**src/rtl/mdm_pkg.sv**
```systemverilog
package mdm_pkg;

    localparam int OPND_W     = 16;
    localparam int WIDE_W     = 32;
    localparam int DIV_BITS_PER_CYCLE = 2;
    localparam int DIV_CYCLES = 16;
    localparam int MUL_CYCLES = 1;
    localparam int MAC_CYCLES = 2;
    localparam int DIV_CNT_W  = 4;

    localparam logic [WIDE_W-1:0] ACC_RESET  = 32'h0000_0000;
    localparam logic [WIDE_W-1:0] WIDE_RESET = 32'h0000_0000;

    typedef enum logic [1:0]
    {
        MDM_OP_MUL = 2'b00,
        MDM_OP_MAC = 2'b01,
        MDM_OP_DIV = 2'b11
    } mdm_op_t;

    typedef enum logic [1:0]
    {
        MDM_DIV_IDLE = 2'b00,
        MDM_DIV_RUN  = 2'b01,
        MDM_DIV_DONE = 2'b11
    } mdm_div_state_t;

endpackage

```
**src/rtl/mdm_div.sv**
```systemverilog
`timescale 1ns/1ps

module mdm_div
#(
    parameter int WIDTH  = mdm_pkg::WIDE_W,
    parameter int STEPS  = mdm_pkg::DIV_BITS_PER_CYCLE,
    parameter int CYCLES = mdm_pkg::DIV_CYCLES
)
(
    input  wire logic             i_sys_clk,
    input  wire logic             i_nrst,
    input  wire logic             i_start,
    input  wire logic [WIDTH-1:0] i_dividend,
    input  wire logic [WIDTH-1:0] i_divisor,
    output logic                  o_busy,
    output logic                  o_done,
    output logic [WIDTH-1:0]      o_quotient,
    output logic [WIDTH-1:0]      o_remainder
);
    import mdm_pkg::*;

    generate
        if (STEPS * CYCLES != WIDTH || CYCLES > (1 << DIV_CNT_W))
        begin : g_bad_cfg
            $error("mdm_div: STEPS*CYCLES must equal WIDTH");
        end
    endgenerate

    mdm_div_state_t           state;
    logic [DIV_CNT_W-1:0]     cnt;
    logic [WIDTH-1:0]         quo;
    logic [WIDTH:0]           rem;
    logic [WIDTH-1:0]         dsr;
    logic [WIDTH:0]           rem_s [0:STEPS];
    logic [WIDTH-1:0]         quo_s [0:STEPS];
    logic [WIDTH:0]           diff  [0:STEPS-1];

    // restoring stages, several quotient bits per clock
    assign rem_s[0] = rem;
    assign quo_s[0] = quo;
    genvar k;
    generate
        for (k = 0; k < STEPS; k++)
        begin : g_stage
            logic [WIDTH:0] shifted;
            assign shifted = {rem_s[k][WIDTH-1:0], quo_s[k][WIDTH-1]};
            assign diff[k] = shifted - {1'b0, dsr};
            assign rem_s[k+1] = diff[k][WIDTH] ? shifted : diff[k];
            assign quo_s[k+1] = {quo_s[k][WIDTH-2:0], ~diff[k][WIDTH]};
        end
    endgenerate

    always_ff @(posedge i_sys_clk or negedge i_nrst)
    begin
        if (!i_nrst)
        begin
            state <= MDM_DIV_IDLE;
            cnt   <= '0;
            quo   <= '0;
            rem   <= '0;
            dsr   <= '0;
        end
        else
        begin
            case (state)
                MDM_DIV_IDLE, MDM_DIV_DONE:
                begin
                    if (i_start)
                    begin
                        state <= MDM_DIV_RUN;
                        cnt   <= '0;
                        quo   <= i_dividend;
                        rem   <= '0;
                        dsr   <= i_divisor;
                    end
                    else
                    begin
                        state <= MDM_DIV_IDLE;
                    end
                end
                MDM_DIV_RUN:
                begin
                    quo <= quo_s[STEPS];
                    rem <= rem_s[STEPS];
                    cnt <= cnt + 1'b1;
                    // last of the per-clock steps lands here
                    if (cnt == DIV_CNT_W'(CYCLES - 1))
                    begin
                        state <= MDM_DIV_DONE;
                    end
                end
                default:
                begin
                    state <= MDM_DIV_IDLE;
                end
            endcase
        end
    end

    // results held in flip-flops until the next division ends
    always_ff @(posedge i_sys_clk or negedge i_nrst)
    begin
        if (!i_nrst)
        begin
            o_quotient  <= '0;
            o_remainder <= '0;
            o_done      <= 1'b0;
        end
        else
        begin
            o_done <= 1'b0;
            if (state == MDM_DIV_RUN && cnt == DIV_CNT_W'(CYCLES - 1))
            begin
                o_quotient  <= quo_s[STEPS];
                o_remainder <= rem_s[STEPS][WIDTH-1:0];
                o_done      <= 1'b1;
            end
        end
    end

    assign o_busy = (state == MDM_DIV_RUN);

endmodule

```
**src/rtl/mdm_unit.sv**
```systemverilog
`timescale 1ns/1ps

module mdm_unit
(
    input  wire logic                    i_sys_clk,
    input  wire logic                    i_nrst,
    input  wire logic                    i_start,
    input  wire mdm_pkg::mdm_op_t        i_op,
    input  wire logic                    i_signed,
    input  wire logic [15:0]             i_mul_a,
    input  wire logic [15:0]             i_mul_b,
    input  wire logic [31:0]             i_dividend,
    input  wire logic [31:0]             i_divisor,
    input  wire logic                    i_acc_wr,
    input  wire logic [31:0]             i_acc_wdata,
    input  wire logic                    i_flag_clr,
    output logic [31:0]                  o_product,
    output logic [31:0]                  o_acc,
    output logic [31:0]                  o_quotient,
    output logic [31:0]                  o_remainder,
    output logic                         o_busy,
    output logic                         o_mac_busy,
    output logic                         o_div_done,
    output logic                         o_ovf_flag,
    output logic                         o_udf_flag,
    output logic                         o_irq
);
    import mdm_pkg::*;

    logic                 start_mul;
    logic                 start_mac;
    logic                 start_div;
    logic                 div_busy;
    logic                 div_done;
    logic [33:0]          next_product;
    logic [31:0]          mac_prod;
    logic                 mac_signed;
    logic                 mac_pend;
    logic [32:0]          next_usum;
    logic [31:0]          next_acc;
    logic                 mac_ovf;
    logic                 mac_udf;
    logic                 mac_irq;

    // a start while the divider runs is ignored; divider operands were latched at its start
    assign start_mul = i_start && !div_busy && (i_op == MDM_OP_MUL);
    assign start_mac = i_start && !div_busy && (i_op == MDM_OP_MAC);
    assign start_div = i_start && !div_busy && (i_op == MDM_OP_DIV);

    // one 17x17 signed multiplier serves both signed and unsigned forms
    always_comb
    begin
        next_product = $signed({i_signed & i_mul_a[15], i_mul_a})
                     * $signed({i_signed & i_mul_b[15], i_mul_b});
    end

    always_ff @(posedge i_sys_clk or negedge i_nrst)
    begin
        if (!i_nrst)
        begin
            o_product <= WIDE_RESET;
        end
        else if (start_mul || start_mac)
        begin
            o_product <= next_product[31:0];
        end
    end

    // accumulate is pipelined: product captured first, sum on next edge
    always_ff @(posedge i_sys_clk or negedge i_nrst)
    begin
        if (!i_nrst)
        begin
            mac_prod   <= WIDE_RESET;
            mac_signed <= 1'b0;
            mac_pend   <= 1'b0;
        end
        else
        begin
            mac_pend <= start_mac;
            if (start_mac)
            begin
                mac_prod   <= next_product[31:0];
                mac_signed <= i_signed;
            end
        end
    end

    always_comb
    begin
        next_usum = {1'b0, o_acc} + {1'b0, mac_prod};
        next_acc  = next_usum[31:0];
        mac_ovf   = 1'b0;
        mac_udf   = 1'b0;
        if (mac_signed)
        begin
            // signed: like-signed operands giving an opposite-signed sum
            mac_ovf = !o_acc[31] && !mac_prod[31] && next_acc[31];
            mac_udf = o_acc[31] && mac_prod[31] && !next_acc[31];
        end
        else
        begin
            // unsigned product is never negative, so only carry-out matters
            mac_ovf = next_usum[32];
        end
    end

    // sum wraps modulo 2^32 on overflow; software decides what to do
    always_ff @(posedge i_sys_clk or negedge i_nrst)
    begin
        if (!i_nrst)
        begin
            o_acc <= ACC_RESET;
        end
        else if (mac_pend)
        begin
            o_acc <= next_acc;
        end
        else if (i_acc_wr)
        begin
            o_acc <= i_acc_wdata;
        end
    end

    // sticky cause flags; a new event wins over a clear in the same cycle
    always_ff @(posedge i_sys_clk or negedge i_nrst)
    begin
        if (!i_nrst)
        begin
            o_ovf_flag <= 1'b0;
            o_udf_flag <= 1'b0;
        end
        else
        begin
            o_ovf_flag <= (mac_pend && mac_ovf)
                       || (o_ovf_flag && !i_flag_clr);
            o_udf_flag <= (mac_pend && mac_udf)
                       || (o_udf_flag && !i_flag_clr);
        end
    end

    mdm_div
    #(
        .WIDTH  (WIDE_W),
        .STEPS  (DIV_BITS_PER_CYCLE),
        .CYCLES (DIV_CYCLES)
    )
    u_div
    (
        .i_sys_clk   (i_sys_clk),
        .i_nrst      (i_nrst),
        .i_start     (start_div),
        .i_dividend  (i_dividend),
        .i_divisor   (i_divisor),
        .o_busy      (div_busy),
        .o_done      (div_done),
        .o_quotient  (o_quotient),
        .o_remainder (o_remainder)
    );

    // range event registered so it lines up with the sticky flags
    always_ff @(posedge i_sys_clk or negedge i_nrst)
    begin
        if (!i_nrst)
        begin
            mac_irq <= 1'b0;
        end
        else
        begin
            mac_irq <= mac_pend && (mac_ovf || mac_udf);
        end
    end

    // shared line is an or of two flops, so it pulses with done itself
    assign o_irq = div_done || mac_irq;

    assign o_div_done = div_done;
    assign o_busy     = div_busy;
    assign o_mac_busy = mac_pend;

endmodule

```
**config.mk**
```make
export PLATFORM = sky130hd
export DESIGN_NAME = mdm_unit
export DESIGN_NICKNAME = d
export VERILOG_FILES = /design/src/rtl/mdm_pkg.sv /design/src/rtl/mdm_div.sv /design/src/rtl/mdm_unit.sv
export SDC_FILE = /design/constraint.sdc
export NUM_CORES = 1
export LEC_CHECK = 0
export BUFFER_PORTS_ARGS = -buffer_cell sky130_fd_sc_hd__buf_2
export CAP_MARGIN = 20
export CORE_MARGIN = 2
export CORE_UTILIZATION = 30
export CTS_BUF_LIST = sky130_fd_sc_hd__clkbuf_16
export DETAILED_ROUTE_END_ITERATION = 6
export GPL_TIMING_DRIVEN = 0
export PLACE_DENSITY = 0.58
export SKIP_CTS_REPAIR_TIMING = 1
export SLEW_MARGIN = 20
export SYNTH_ARGS = -nofsm -noshare
export SYNTH_HDL_FRONTEND = slang
export SYNTH_SLANG_ARGS = --single-unit
export TNS_END_PERCENT = 20
```
**constraint.sdc**
```tcl
create_clock -name i_sys_clk -period 5.5 [get_ports i_sys_clk]
set_clock_uncertainty 0.2 [all_clocks]
set_input_delay 1.1 -clock i_sys_clk [delete_from_list [all_inputs] [get_ports i_sys_clk]]
set_output_delay 1.1 -clock i_sys_clk [all_outputs]
set_load 0.02 [all_outputs]
```
==> impl_results.md <==
* Status: finished with violations
* Failing checks: negative setup slack
* Fin cells at 4563
* Setup ws final at -1.14 ns
* Yosys cell types at 85
* TritonCTS buffer count at 29
* Share of the yosys chip area belonging to registers at 24.7%
* Vias in the first global route at 22496
* Routability cong. at 0.924
* CTS HTree Levels at 1
* Gr usage total at 18.9%
* Initial Util at 30.2%
* Critical Path Sink Type: flip-flop
* Routed WL at 90800 um
* Depth of the most critical reg-to-reg path at 29
* Reg area at 6710 um^2
* Die X at 305 um
* Detail Route Antenna Nets at 0
* First-pass GRT wire length at 136000 um
* WL/cell at 19.9 um
* Prevailing post-synth register cell: dfrtp_1
* Actual slew at the worst max-slew pin at 1.01 ns
* Crit path time final at 6.64 ns
* Initial DRC Count at 1709
* Reg-to-reg endpoint: u_div.o_remainder[9]
* Mapped Area at 27100 um^2
* Worst-skew pair later-pin latency at 0.58 ns
* Multi-input logic area at 19700 um^2
* DRT Pass-1 Iters at 5
* Number of port buffers at 265
* Sink Count at 268
* Number of flops mapped to enable cells by yosys at 0
* Worst Path Max Fanout at 10
* Max Slew Vio Count at 0
* Most frequent cells in the layout: 443 x nand2_1, 393 x inv_1, 277 x fa_1
* Initial antenna violation count at 9
* Worst Hold Class: primary input to async pin
* Setup-failing EPs final at 106
* Hpwl dp at 71400 um
* CP arrival at 6.90 ns
* Most common cell after layout, fill and taps aside: nand2_1
* Crit Path Class: primary input to flip-flop
* Tcrit/Tclk final at 121%
* Row Count at 110
* Pre-CTS WS at -2.52 ns
* Via count at 22917
* Synth warn at 0
* CTS root buf: clkbuf_16
* Overflow after GRT at 0
* Mapped Nets at 3614
* Largest net degree at the start of global routing at 84
* Layout cell share with drive strength beyond 1 at 20.0%
* Unrepaired setup endpoints after global routing: yes
* Slew Limit Headroom at 32.7%
* Min Hold Slack at 0.200 ns
* Mapped Cells at 3011
* Syn Area/Cell at 9.01 um^2
* Die Ht at 305 um
* Synth Register Bits at 268
* Nets@finish at 3967
* # fillers at 9183
* Die area at 92800 um^2
* Fin. Hold Viols at 0
* Clock transition at the registers of the reported paths at 0.06 ns
* CTS tree: done
* Worst EP required at 5.75 ns
* # DRC at 0
* Fmax at 151 MHz
* Crit Reg-Reg Startpoint: u_div.quo[31]
* IO Pins at 270
* Via density at 5.02
* Ys async rst share at 100%
* CP Launch Type: primary input
* # Max-Cap Violations at 0
* R2R Setup Slk at -1.08 ns
* Synth-to-Final Area Change at 22.5%
* Dpl cells at 4456
* Clk buf depth at 3
* Core area at 89700 um^2
* Fin Setup TNS at -93.63 ns
-- cell families (layout without fill, tap and decap cells) --
logic type | Yosys count | count (layout) | share of synthesized area, %
AO/OA/AOI/OAI | 601 | 601 | 14.4
flip-flops | 268 | 268 | 24.7
buffers and inverters | 533 | 905 | 7.51
multiplexers | 112 | 113 | 4.37
XOR/XNOR | 112 | 112 | 3.62
other | 0 | 3 | 0
AND/OR/NAND/NOR | 918 | 918 | 15.9
adder cells (fa/ha/maj) | 467 | 467 | 29.4
-- layer usage --
metal	global-route usage (%)	routed length (um)	vias to the layer above
li1	-	-	10679
met1	26.5	40300	11337
met2	29.7	40800	764
met3	3.24	7020	129
met4	5.39	2610	8
met5	0	57	-
-- how the worst max path moves through the flow --
stage	from	endpoint	slack (ns)	cells past startpoint
after floorplan	i_signed	o_product[31]	-1.11	23
after global placement	u_div.quo[31]	u_div.rem[9]	-2.52	26
after detailed placement	u_div.quo[31]	u_div.o_remainder[21]	-2.52	26
after CTS	u_div.quo[31]	u_div.rem[21]	-2.55	26
after global routing	i_mul_a[4]	mac_prod[30]	-1.32	21
final	i_mul_a[4]	mac_prod[30]	-1.14	21
-- worst max-delay path: stages --
cell and delay [ns]:
buf_2 0.25, buf_6 0.22, nand2_1 0.11, fa_1 0.48
fa_1 0.54, inv_1 0.04, ha_1 0.29, fa_1 0.51
fa_1 0.57, inv_2 0.05, fa_1 0.52, inv_2 0.06
ha_4 0.25, a211o_1 0.32, o41a_1 0.50, a21oi_4 0.22
o211ai_1 0.12, buf_4 0.18, a2111oi_4 0.33, or4_1 0.18
nand3_1 0.07
-- sequential cells by signal, indices dropped and copies added (netlist names), 2 cells and up --
name	count
u_div.quo	32
u_div.rem	32
u_div.cnt	4
u_div.dsr	32
o_product	32
u_div.o_quotient	32
o_acc	32
u_div.o_remainder	32
u_div.state	2
mac_prod	32
-- area by class of cell --
class	count	share of cell area, %
timing repair buffer	324	6.25
clock inverter	22	0.429
tap	1176	4.43
antenna	3	0.0226
multi-input combinational	2211	59.2
clock buffer	29	2.18
sequential	268	20.2
buffer	133	2.81
inverter	397	4.49
-- per-stage QoR --
stage,utilization [%],area (um^2)
4_1_cts,34.7,31200
3_3_place_gp,33.6,30200
2_1_floorplan,-,27400
3_5_place_dp,33.8,30300
5_1_grt,37.0,33200
6_report,37.0,33200
-- cell usage after synthesis (44+ instances only) --
master / number / area, um^2
o31ai_1: 44 / 330
fa_1: 285 / 5710
a21o_1: 59 / 443
dfrtp_1: 268 / 6710
clkbuf_1: 107 / 402
nor2_1: 90 / 338
and2_1: 136 / 851
ha_1: 182 / 2280
nand2_1: 450 / 1690
mux2i_1: 69 / 691
o21ai_0: 183 / 916
a21oi_1: 122 / 611
xnor2_1: 71 / 622
nand3_1: 67 / 335
inv_1: 396 / 1490
Power is not shown: default switching activity piles up to over one toggle a cycle in this logic, so the estimate is an artifact.
